[src/rtl/aotc_map.svh]
// Register offsets, field positions and reset values of the trim and configuration bank
`ifndef AOTC_MAP_SVH
`define AOTC_MAP_SVH

// Register offsets on the internal register port
`define AOTC_ADDR_INTEG      8'h12
`define AOTC_ADDR_PATH       8'h13
`define AOTC_ADDR_REFBIAS    8'h14
`define AOTC_ADDR_LED        8'h16
`define AOTC_ADDR_SLOW_OSC   8'h18
`define AOTC_ADDR_FAST_BYP   8'h19
`define AOTC_ADDR_FAST_TRIM  8'h1A

// Whole-register reset values, reserved fields included
`define AOTC_RST_INTEG       16'h1C08
`define AOTC_RST_PATH        16'hADA5
`define AOTC_RST_REFBIAS     16'h0080
`define AOTC_RST_LED         16'h0600
`define AOTC_RST_SLOW_OSC    16'h3620
`define AOTC_RST_FAST_BYP    16'h0004
`define AOTC_RST_FAST_TRIM   16'h425E

// Field reset values
`define AOTC_RST_INTEG_FLD   5'h1C
`define AOTC_RST_LED_FLD     5'h0C
`define AOTC_RST_SLOW_TRIM   6'h20
`define AOTC_RST_FAST_VTRIM  8'h5E
`define AOTC_RST_FAST_RTRIM  7'h42

// Field positions
`define AOTC_INTEG_MSB       12
`define AOTC_INTEG_LSB       8
`define AOTC_CAP_MSB         12
`define AOTC_CAP_LSB         10
`define AOTC_RES_MSB         9
`define AOTC_RES_LSB         8
`define AOTC_LED_MSB         11
`define AOTC_LED_LSB         7
`define AOTC_SLOW_TRIM_MSB   5
`define AOTC_SLOW_TRIM_LSB   0
`define AOTC_SLOW_PWR_BIT    7
`define AOTC_SLOW_EXT_BIT    8
`define AOTC_SLOW_WIDE_BIT   14
`define AOTC_FAST_BYP_MSB    1
`define AOTC_FAST_BYP_LSB    0
`define AOTC_VTRIM_MSB       7
`define AOTC_VTRIM_LSB       0
`define AOTC_RTRIM_MSB       14
`define AOTC_RTRIM_LSB       8

// Path selection codes and the external-clock bypass code
`define AOTC_PATH_FULL       16'hADA5
`define AOTC_PATH_DIRECT     16'hB065
`define AOTC_FAST_BYP_EXT    2'h1

`endif

[src/rtl/aotc_pkg.sv]
// Types shared by the trim and configuration bank
package aotc_pkg;

	// Integrator input resistor choice
	typedef enum logic [1:0] {
		AOTC_RIN_200K,
		AOTC_RIN_100K,
		AOTC_RIN_50K
	} aotc_rin_e;

	// Analog chain routing
	typedef enum logic [1:0] {
		AOTC_PATH_MODE_FULL,
		AOTC_PATH_MODE_DIRECT,
		AOTC_PATH_MODE_OTHER
	} aotc_path_e;

	// Decoded settings handed to the analog blocks
	typedef struct packed {
		logic [2:0]  feedback_cap_sel;
		aotc_rin_e   integrator_rin;
		logic [4:0]  integrator_select;
		logic [15:0] analog_path_select;
		aotc_path_e  path_mode;
		logic [15:0] reference_bias;
		logic [4:0]  emitter_current_trim;
		logic [5:0]  slow_osc_freq_trim;
		logic        slow_osc_power_n;
		logic        slow_osc_external_select;
		logic        slow_osc_wide_range;
		logic [1:0]  fast_osc_bypass_field;
		logic        fast_osc_external_select;
		logic [7:0]  fast_osc_freq_trim;
		logic [6:0]  fast_osc_tempco_trim;
	} aotc_cfg_s;

endpackage : aotc_pkg

[src/rtl/aotc_regs.sv]
// Analog front end, emitter and oscillator trim register bank
// Behaviour
// - The integrator field is bits 12:8, reset 0x1C; its top bits add 3.62, 1.81 and 0.9 pF.
// - The two low integrator bits pick the input resistor: 0 is 200k, 1 is 100k, 2 or 3 is 50k.
// - Path value 0xADA5, the reset, runs the full chain; 0xB065 links transimpedance to ADC.
// - The emitter current trim lives in bits 11:7 and resets to 0xC.
// - The slow oscillator trim is bits 5:0, reset 0x20, with 0x00 fastest and 0x3F slowest.
// - Slow oscillator bit 7 is active-low power control, reset 0, which keeps it powered up.
// - Slow oscillator bit 8 set swaps the internal slow oscillator for the external test clock.
// - Slow oscillator bit 14, reset to 0, widens the frequency range when set.
// - Fast bypass field bits 1:0 reset to 0; value 1 takes the fast clock from the test clock.
// - The fast trim in bits 7:0 resets to 0x5E for the nominal 32 MHz.
// - The temperature compensation trim in bits 14:8 of the fast trim register resets to 0x42.
`include "aotc_map.svh"

module aotc_regs
	import aotc_pkg::*;
(
	input  wire logic        i_ref_clk,
	input  wire logic        i_sys_rst,
	input  wire logic        i_wr_en,
	input  wire logic        i_rd_en,
	input  wire logic [7:0]  i_addr,
	input  wire logic [15:0] i_wr_data,
	output logic      [15:0] o_rd_data,
	output logic             o_rd_valid,
	output logic             o_rd_hit,
	output aotc_cfg_s        o_cfg
);

	localparam int NREGS = 7;

	logic [15:0] regs_reg [NREGS];
	logic [15:0] rd_data_reg;
	logic        rd_valid_reg;
	logic        rd_hit_reg;
	logic [2:0]  wr_idx;
	logic [2:0]  rd_idx;
	logic        wr_hit;
	logic        rd_hit;

	// Map an offset onto a storage index, NREGS when unmapped
	function automatic logic [2:0] addr_index(input logic [7:0] a);
		case (a)
			`AOTC_ADDR_INTEG:     addr_index = 3'h0;
			`AOTC_ADDR_PATH:      addr_index = 3'h1;
			`AOTC_ADDR_REFBIAS:   addr_index = 3'h2;
			`AOTC_ADDR_LED:       addr_index = 3'h3;
			`AOTC_ADDR_SLOW_OSC:  addr_index = 3'h4;
			`AOTC_ADDR_FAST_BYP:  addr_index = 3'h5;
			`AOTC_ADDR_FAST_TRIM: addr_index = 3'h6;
			default:              addr_index = 3'h7;
		endcase
	endfunction

	// Reset value of each stored register
	function automatic logic [15:0] reset_value(input logic [2:0] idx);
		case (idx)
			3'h0:    reset_value = `AOTC_RST_INTEG;
			3'h1:    reset_value = `AOTC_RST_PATH;
			3'h2:    reset_value = `AOTC_RST_REFBIAS;
			3'h3:    reset_value = `AOTC_RST_LED;
			3'h4:    reset_value = `AOTC_RST_SLOW_OSC;
			3'h5:    reset_value = `AOTC_RST_FAST_BYP;
			3'h6:    reset_value = `AOTC_RST_FAST_TRIM;
			default: reset_value = 16'h0000;
		endcase
	endfunction

	// Address decode for both directions
	assign wr_idx = addr_index(i_addr);
	assign rd_idx = addr_index(i_addr);
	assign wr_hit = i_wr_en && (wr_idx != 3'h7);
	assign rd_hit = i_rd_en && (rd_idx != 3'h7);

	// Register storage, reserved bits kept as written
	always_ff @(posedge i_ref_clk) begin
		for (int i = 0; i < NREGS; i++) begin
			if (i_sys_rst) begin
				regs_reg[i] <= reset_value(3'(i));
			end else if (wr_hit && (wr_idx == 3'(i))) begin
				regs_reg[i] <= i_wr_data;
			end
		end
	end

	// Registered read port, unmapped offsets read zero
	always_ff @(posedge i_ref_clk) begin
		if (i_sys_rst) begin
			rd_data_reg  <= 16'h0000;
			rd_valid_reg <= 1'b0;
			rd_hit_reg   <= 1'b0;
		end else begin
			rd_valid_reg <= i_rd_en;
			rd_hit_reg   <= rd_hit;
			if (rd_hit) begin
				rd_data_reg <= regs_reg[rd_idx];
			end else if (i_rd_en) begin
				rd_data_reg <= 16'h0000;
			end
		end
	end

	assign o_rd_data  = rd_data_reg;
	assign o_rd_valid = rd_valid_reg;
	assign o_rd_hit   = rd_hit_reg;

	// Integrator capacitor and resistor decode
	always_comb begin
		o_cfg = '0;
		o_cfg.integrator_select = regs_reg[0][`AOTC_INTEG_MSB:`AOTC_INTEG_LSB];
		o_cfg.feedback_cap_sel  = regs_reg[0][`AOTC_CAP_MSB:`AOTC_CAP_LSB];
		case (regs_reg[0][`AOTC_RES_MSB:`AOTC_RES_LSB])
			2'h0:    o_cfg.integrator_rin = AOTC_RIN_200K;
			2'h1:    o_cfg.integrator_rin = AOTC_RIN_100K;
			default: o_cfg.integrator_rin = AOTC_RIN_50K;
		endcase
		// Analog path routing
		o_cfg.analog_path_select = regs_reg[1];
		case (regs_reg[1])
			`AOTC_PATH_FULL:    o_cfg.path_mode = AOTC_PATH_MODE_FULL;
			`AOTC_PATH_DIRECT:  o_cfg.path_mode = AOTC_PATH_MODE_DIRECT;
			default:            o_cfg.path_mode = AOTC_PATH_MODE_OTHER;
		endcase
		o_cfg.reference_bias       = regs_reg[2];
		o_cfg.emitter_current_trim = regs_reg[3][`AOTC_LED_MSB:`AOTC_LED_LSB];
		// Slow oscillator controls
		o_cfg.slow_osc_freq_trim =
			regs_reg[4][`AOTC_SLOW_TRIM_MSB:`AOTC_SLOW_TRIM_LSB];
		o_cfg.slow_osc_power_n         = regs_reg[4][`AOTC_SLOW_PWR_BIT];
		o_cfg.slow_osc_external_select = regs_reg[4][`AOTC_SLOW_EXT_BIT];
		o_cfg.slow_osc_wide_range      = regs_reg[4][`AOTC_SLOW_WIDE_BIT];
		// Fast oscillator controls
		o_cfg.fast_osc_bypass_field = regs_reg[5][`AOTC_FAST_BYP_MSB:`AOTC_FAST_BYP_LSB];
		o_cfg.fast_osc_external_select =
			(o_cfg.fast_osc_bypass_field == `AOTC_FAST_BYP_EXT);
		o_cfg.fast_osc_freq_trim   = regs_reg[6][`AOTC_VTRIM_MSB:`AOTC_VTRIM_LSB];
		o_cfg.fast_osc_tempco_trim = regs_reg[6][`AOTC_RTRIM_MSB:`AOTC_RTRIM_LSB];
	end

	// Helper copies of the last request for the checks
	logic [15:0] wr_data_q;
	logic [7:0]  wr_addr_q;
	logic        wr_en_q;
	always_ff @(posedge i_ref_clk) begin
		if (i_sys_rst) begin
			wr_data_q <= 16'h0000;
			wr_addr_q <= 8'h00;
			wr_en_q   <= 1'b0;
		end else begin
			wr_data_q <= i_wr_data;
			wr_addr_q <= i_addr;
			wr_en_q   <= i_wr_en;
		end
	end

	// Checks on the decoded outputs and readback
	chk_integ_reset: assert property (@(posedge i_ref_clk)
		i_sys_rst |=> o_cfg.integrator_select == `AOTC_RST_INTEG_FLD
			&& o_cfg.feedback_cap_sel == 3'h7)
		else $error("integrator field wrong after reset");

	chk_rin_decode: assert property (@(posedge i_ref_clk) disable iff (i_sys_rst)
		i_wr_en && i_addr == `AOTC_ADDR_INTEG |=> o_cfg.integrator_rin
			== (wr_data_q[`AOTC_RES_MSB] ? AOTC_RIN_50K : wr_data_q[`AOTC_RES_LSB]
			? AOTC_RIN_100K : AOTC_RIN_200K))
		else $error("input resistor decode wrong");

	chk_path_mode: assert property (@(posedge i_ref_clk) disable iff (i_sys_rst)
		i_wr_en && i_addr == `AOTC_ADDR_PATH && i_wr_data == `AOTC_PATH_DIRECT
			|=> o_cfg.path_mode == AOTC_PATH_MODE_DIRECT)
		else $error("path write did not select direct mode");

	chk_led_write: assert property (@(posedge i_ref_clk) disable iff (i_sys_rst)
		i_wr_en && i_addr == `AOTC_ADDR_LED
			|=> o_cfg.emitter_current_trim == wr_data_q[`AOTC_LED_MSB:`AOTC_LED_LSB])
		else $error("emitter trim did not follow write");

	chk_slow_reset: assert property (@(posedge i_ref_clk)
		i_sys_rst |=> o_cfg.slow_osc_freq_trim == `AOTC_RST_SLOW_TRIM
			&& !o_cfg.slow_osc_power_n && !o_cfg.slow_osc_wide_range)
		else $error("slow oscillator defaults wrong");

	chk_slow_ctrl: assert property (@(posedge i_ref_clk) disable iff (i_sys_rst)
		wr_en_q && wr_addr_q == `AOTC_ADDR_SLOW_OSC
			|-> o_cfg.slow_osc_power_n == wr_data_q[`AOTC_SLOW_PWR_BIT]
			&& o_cfg.slow_osc_external_select == wr_data_q[`AOTC_SLOW_EXT_BIT]
			&& o_cfg.slow_osc_wide_range == wr_data_q[`AOTC_SLOW_WIDE_BIT])
		else $error("slow oscillator controls did not follow write");

	chk_fast_bypass: assert property (@(posedge i_ref_clk) disable iff (i_sys_rst)
		i_wr_en && i_addr == `AOTC_ADDR_FAST_BYP |=> o_cfg.fast_osc_external_select
			== (wr_data_q[`AOTC_FAST_BYP_MSB:`AOTC_FAST_BYP_LSB] == `AOTC_FAST_BYP_EXT))
		else $error("fast bypass decode wrong");

	chk_fast_reset: assert property (@(posedge i_ref_clk)
		i_sys_rst |=> o_cfg.fast_osc_freq_trim == `AOTC_RST_FAST_VTRIM
			&& o_cfg.fast_osc_tempco_trim == `AOTC_RST_FAST_RTRIM
			&& !o_cfg.fast_osc_external_select)
		else $error("fast oscillator defaults wrong");

	chk_readback: assert property (@(posedge i_ref_clk) disable iff (i_sys_rst)
		i_wr_en && addr_index(i_addr) != 3'h7 ##1 i_rd_en && i_addr == $past(i_addr)
			&& !i_wr_en |=> o_rd_valid && o_rd_data == $past(i_wr_data, 2))
		else $error("readback differs from last write");

	chk_unmapped_zero: assert property (@(posedge i_ref_clk) disable iff (i_sys_rst)
		i_rd_en && addr_index(i_addr) == 3'h7 |=> o_rd_valid && !o_rd_hit
			&& o_rd_data == 16'h0000)
		else $error("unmapped read not zero");

	// Main scenarios
	cov_direct_path: cover property (@(posedge i_ref_clk) disable iff (i_sys_rst)
		o_cfg.path_mode == AOTC_PATH_MODE_DIRECT);
	cov_slow_external: cover property (@(posedge i_ref_clk) disable iff (i_sys_rst)
		o_cfg.slow_osc_external_select && o_cfg.slow_osc_power_n);
	cov_fast_external: cover property (@(posedge i_ref_clk) disable iff (i_sys_rst)
		o_cfg.fast_osc_external_select);
	cov_write_read: cover property (@(posedge i_ref_clk) disable iff (i_sys_rst)
		i_wr_en ##1 i_rd_en ##1 o_rd_hit);

endmodule // aotc_regs
[config.mk]
export PLATFORM = sky130hd
export DESIGN_NAME = aotc_regs
export DESIGN_NICKNAME = d
export VERILOG_FILES = /design/src/rtl/aotc_pkg.sv /design/src/rtl/aotc_regs.sv
export VERILOG_INCLUDE_DIRS = /design/src /design/src/rtl
export SDC_FILE = /design/constraint.sdc
export NUM_CORES = 1
export LEC_CHECK = 0
export BUFFER_PORTS_ARGS = -buffer_cell sky130_fd_sc_hd__buf_2
export CAP_MARGIN = 20
export CELL_PAD_IN_SITES_DETAIL_PLACEMENT = 0
export CELL_PAD_IN_SITES_GLOBAL_PLACEMENT = 2
export CORE_ASPECT_RATIO = 0.6
export CORE_MARGIN = 1.5
export CORE_UTILIZATION = 40
export DETAILED_ROUTE_END_ITERATION = 10
export GPL_TIMING_DRIVEN = 0
export PLACE_DENSITY = 0.85
export SETUP_SLACK_MARGIN = 0.05
export SKIP_CTS_REPAIR_TIMING = 1
export SLEW_MARGIN = 20
export SYNTH_ARGS = -nofsm -noshare
export SYNTH_HDL_FRONTEND = slang
export SYNTH_SLANG_ARGS = --single-unit
export TNS_END_PERCENT = 10
[constraint.sdc]
create_clock -name i_ref_clk -period 10.3 [get_ports i_ref_clk]
set_input_delay 1.03 -clock i_ref_clk [delete_from_list [all_inputs] [get_ports i_ref_clk]]
set_output_delay 1.03 -clock i_ref_clk [all_outputs]
set_load 0.01 [all_outputs]
==> metrics <==
Least-Margin Pin Slew 0.984 ns; Final TNS setup 0 ns; Root Buffer clkbuf_16; Post-DP Area 7330 um^2; worst path cell trace buf_2, nor4b_4, buf_2, nand2_1, o41ai_2, buf_2; Placer Congestion around 0.85; fmax 0.320 GHz; commonest non-fill, non-tap cells in the layout 129 x buf_2, 112 x edfxtp_1, 84 x and2_1; DR iter-0 viols 310; most frequent CP cell buf_2; row count 35; flops & latches, synth 130; outcome finished clean; Cells after DPL between 800 and 900; Static Leakage 3.13 nW; Final setup viols 0; max-slew violations 0; Worst Setup End Kind flop; Final Cell Area 7900 um^2; Setup crit start kind primary input; RSZ-0062 raised after global routing no; Crit Path Class primary input to flop; CTS tree done; WP data required 10.41 ns; post-route ant nets 0; Worst R2R Start regs_reg[1][12]; I/O Pins 122; Clock transition at path regs 0.06 ns; Pre-antenna DRT Iters 5; die area roughly 17,000 um^2; initial antenna violation count 0; grt ovf 0; sequential fraction of the synthesis area 0.586; DR WL/cell 20.6 um; Cells after Synth ~510; final-report hold violation count 0; Via density roughly 5.3; Unique masters post-synth 51; Core Area 15,500 um^2; proportion of layout cells with a drive suffix above 1 0.360; first-pass GRT wire length roughly 27,000 um; post-DP HPWL 13,200 um; VDD IR max ~0.00012 V; Synth Warn # 0; Post-Layout Cell Count 868; most common cell after layout, fill and taps aside buf_2; worst-path maximum fanout 10; Hold Crit Start o_rd_data[4]; GRT Overall Usage 0.218; Max Root-Sink Buffers 2; vias in the first global route 4,463; largest net degree at the start of global routing 17; Critical Path AT between 3 and 4 ns; Final Net Count 679; Tcrit/Tclk final 0.304; ys async rst share 0; Final min period 3.13 ns; Hold WC Path Type flop to flop; syn_nets 533; Buf/Inv on CP 3; slowest stage cell, crit path o41ai_2; worst rel slew slack 0.342; slowest cell delay on critical path 0.72 ns; number of buffers created by CTS 17; CTS sink cnt 130; drt total wl 17,900 um; Main synth FF type edfxtp_1; vias 4,630; Setup Skew 0.0121 ns; PortBufs ~120; Critical Path Start i_addr[5]; later-pin clock latency in the skew report 0.42 ns; critical path's top delay family buffers and inverters; number of max-cap violations 0; EDFF count, synth 112; total power 0.00133 W; Die H 101 um; Syn Area/Cell 12.6 um^2; Post-Syn Area 6360 um^2; DRC errors left 0; power per cell area 169 nW/um^2; Die X 166 um; max reg flops 112; Starting Density 0.411; H-Tree Level Count 4; P&R area growth vs syn 24.3%; hold_ws 0.466 ns
[power breakdown]
| part | internal, W | total, W | switching (W) |
|---|---|---|---|
| clock | 0.000377 | 0.000602 | 0.000225 |
| sequential | 0.000595 | 0.000608 | 0.0000137 |
| combinational | 0.0000477 | 0.000121 | 0.0000734 |
[path summary, 6_finish.rpt]
path | endpoint | slack [ns] | cells past startpoint
max | regs_reg[1][10] | 7.17 | 6
min | o_rd_data[4] | 0.47 | 2
min reg2reg | o_rd_data[4] | 0.47 | 2
max reg2reg | o_rd_data[12] | 9.05 | 3
[stage by stage]
step	util	setup WS, ns
2_1_floorplan	-	6.18
3_3_place_gp	0.466	4.61
3_5_place_dp	0.474	6.72
4_1_cts	0.511	7.16
5_1_grt	0.511	7.04
6_report	0.511	7.17
[worst reg2reg max path, stage by stage (launching register included)]
cell,delay [ns]
edfxtp_1,0.44
mux2_2,0.29
o221ai_1,0.23
o221ai_1,0.14
[per-layer routing]
metal  track usage  part of all wire
met1         0.324              0.49
met3        0.0558             0.070
met4        0.0437            0.0064
met2         0.323              0.43
met5             0                 0
[area by class of cell]
| cell class | instances | area, um^2 |
|---|---|---|
| Fill cell | 1387 | 7550 |
| Clock buffer | 20 | 437 |
| Clock inverter | 12 | 139 |
| Timing Repair Buffer | 127 | 663 |
| Sequential cell | 130 | 3720 |
| Antenna cell | 1 | 2.50 |
| Multi-Input combinational cell | 304 | 2230 |
| Tap cell | 203 | 254 |
| Inverter | 3 | 11.3 |
| Buffer | 68 | 447 |
[Yosys cell counts (all sizes together) (2+ instances only)]
master / number / area share
edfxtp: 112 / 0.53
and2: 84 / 0.083
buf: 51 / 0.059
a21oi: 25 / 0.020
mux2i: 25 / 0.039
nand2b: 25 / 0.025
nor2: 23 / 0.014
o221ai: 23 / 0.032
nor3: 21 / 0.021
dfxtp: 18 / 0.057
nand2: 18 / 0.011
clkbuf: 17 / 0.011
a221o: 9 / 0.014
mux2: 7 / 0.012
nor2b: 4 / 0.0039
nor4: 4 / 0.013
or2b: 4 / 0.0047
inv: 3 / 0.0018
o41ai: 3 / 0.0041
a21o: 2 / 0.0024
nand3b: 2 / 0.0030
nor4bb: 2 / 0.0031
o21ai: 2 / 0.0022
o31ai: 2 / 0.0024
[logic make-up (layout without fill, tap and decap cells)]
logic type,count (synthesis),in the layout,synth area share
and+or+nand+nor,197,197,0.197
other,0,1,0
xor gates and xnor gates,1,1,0.00433
muxes,32,32,0.0518
AOI/OAI and AO/OA,74,74,0.0897
buffers and inverters,71,230,0.0720
DFF,130,130,0.586
No activity file was read; power rests on OpenSTA's default activity.
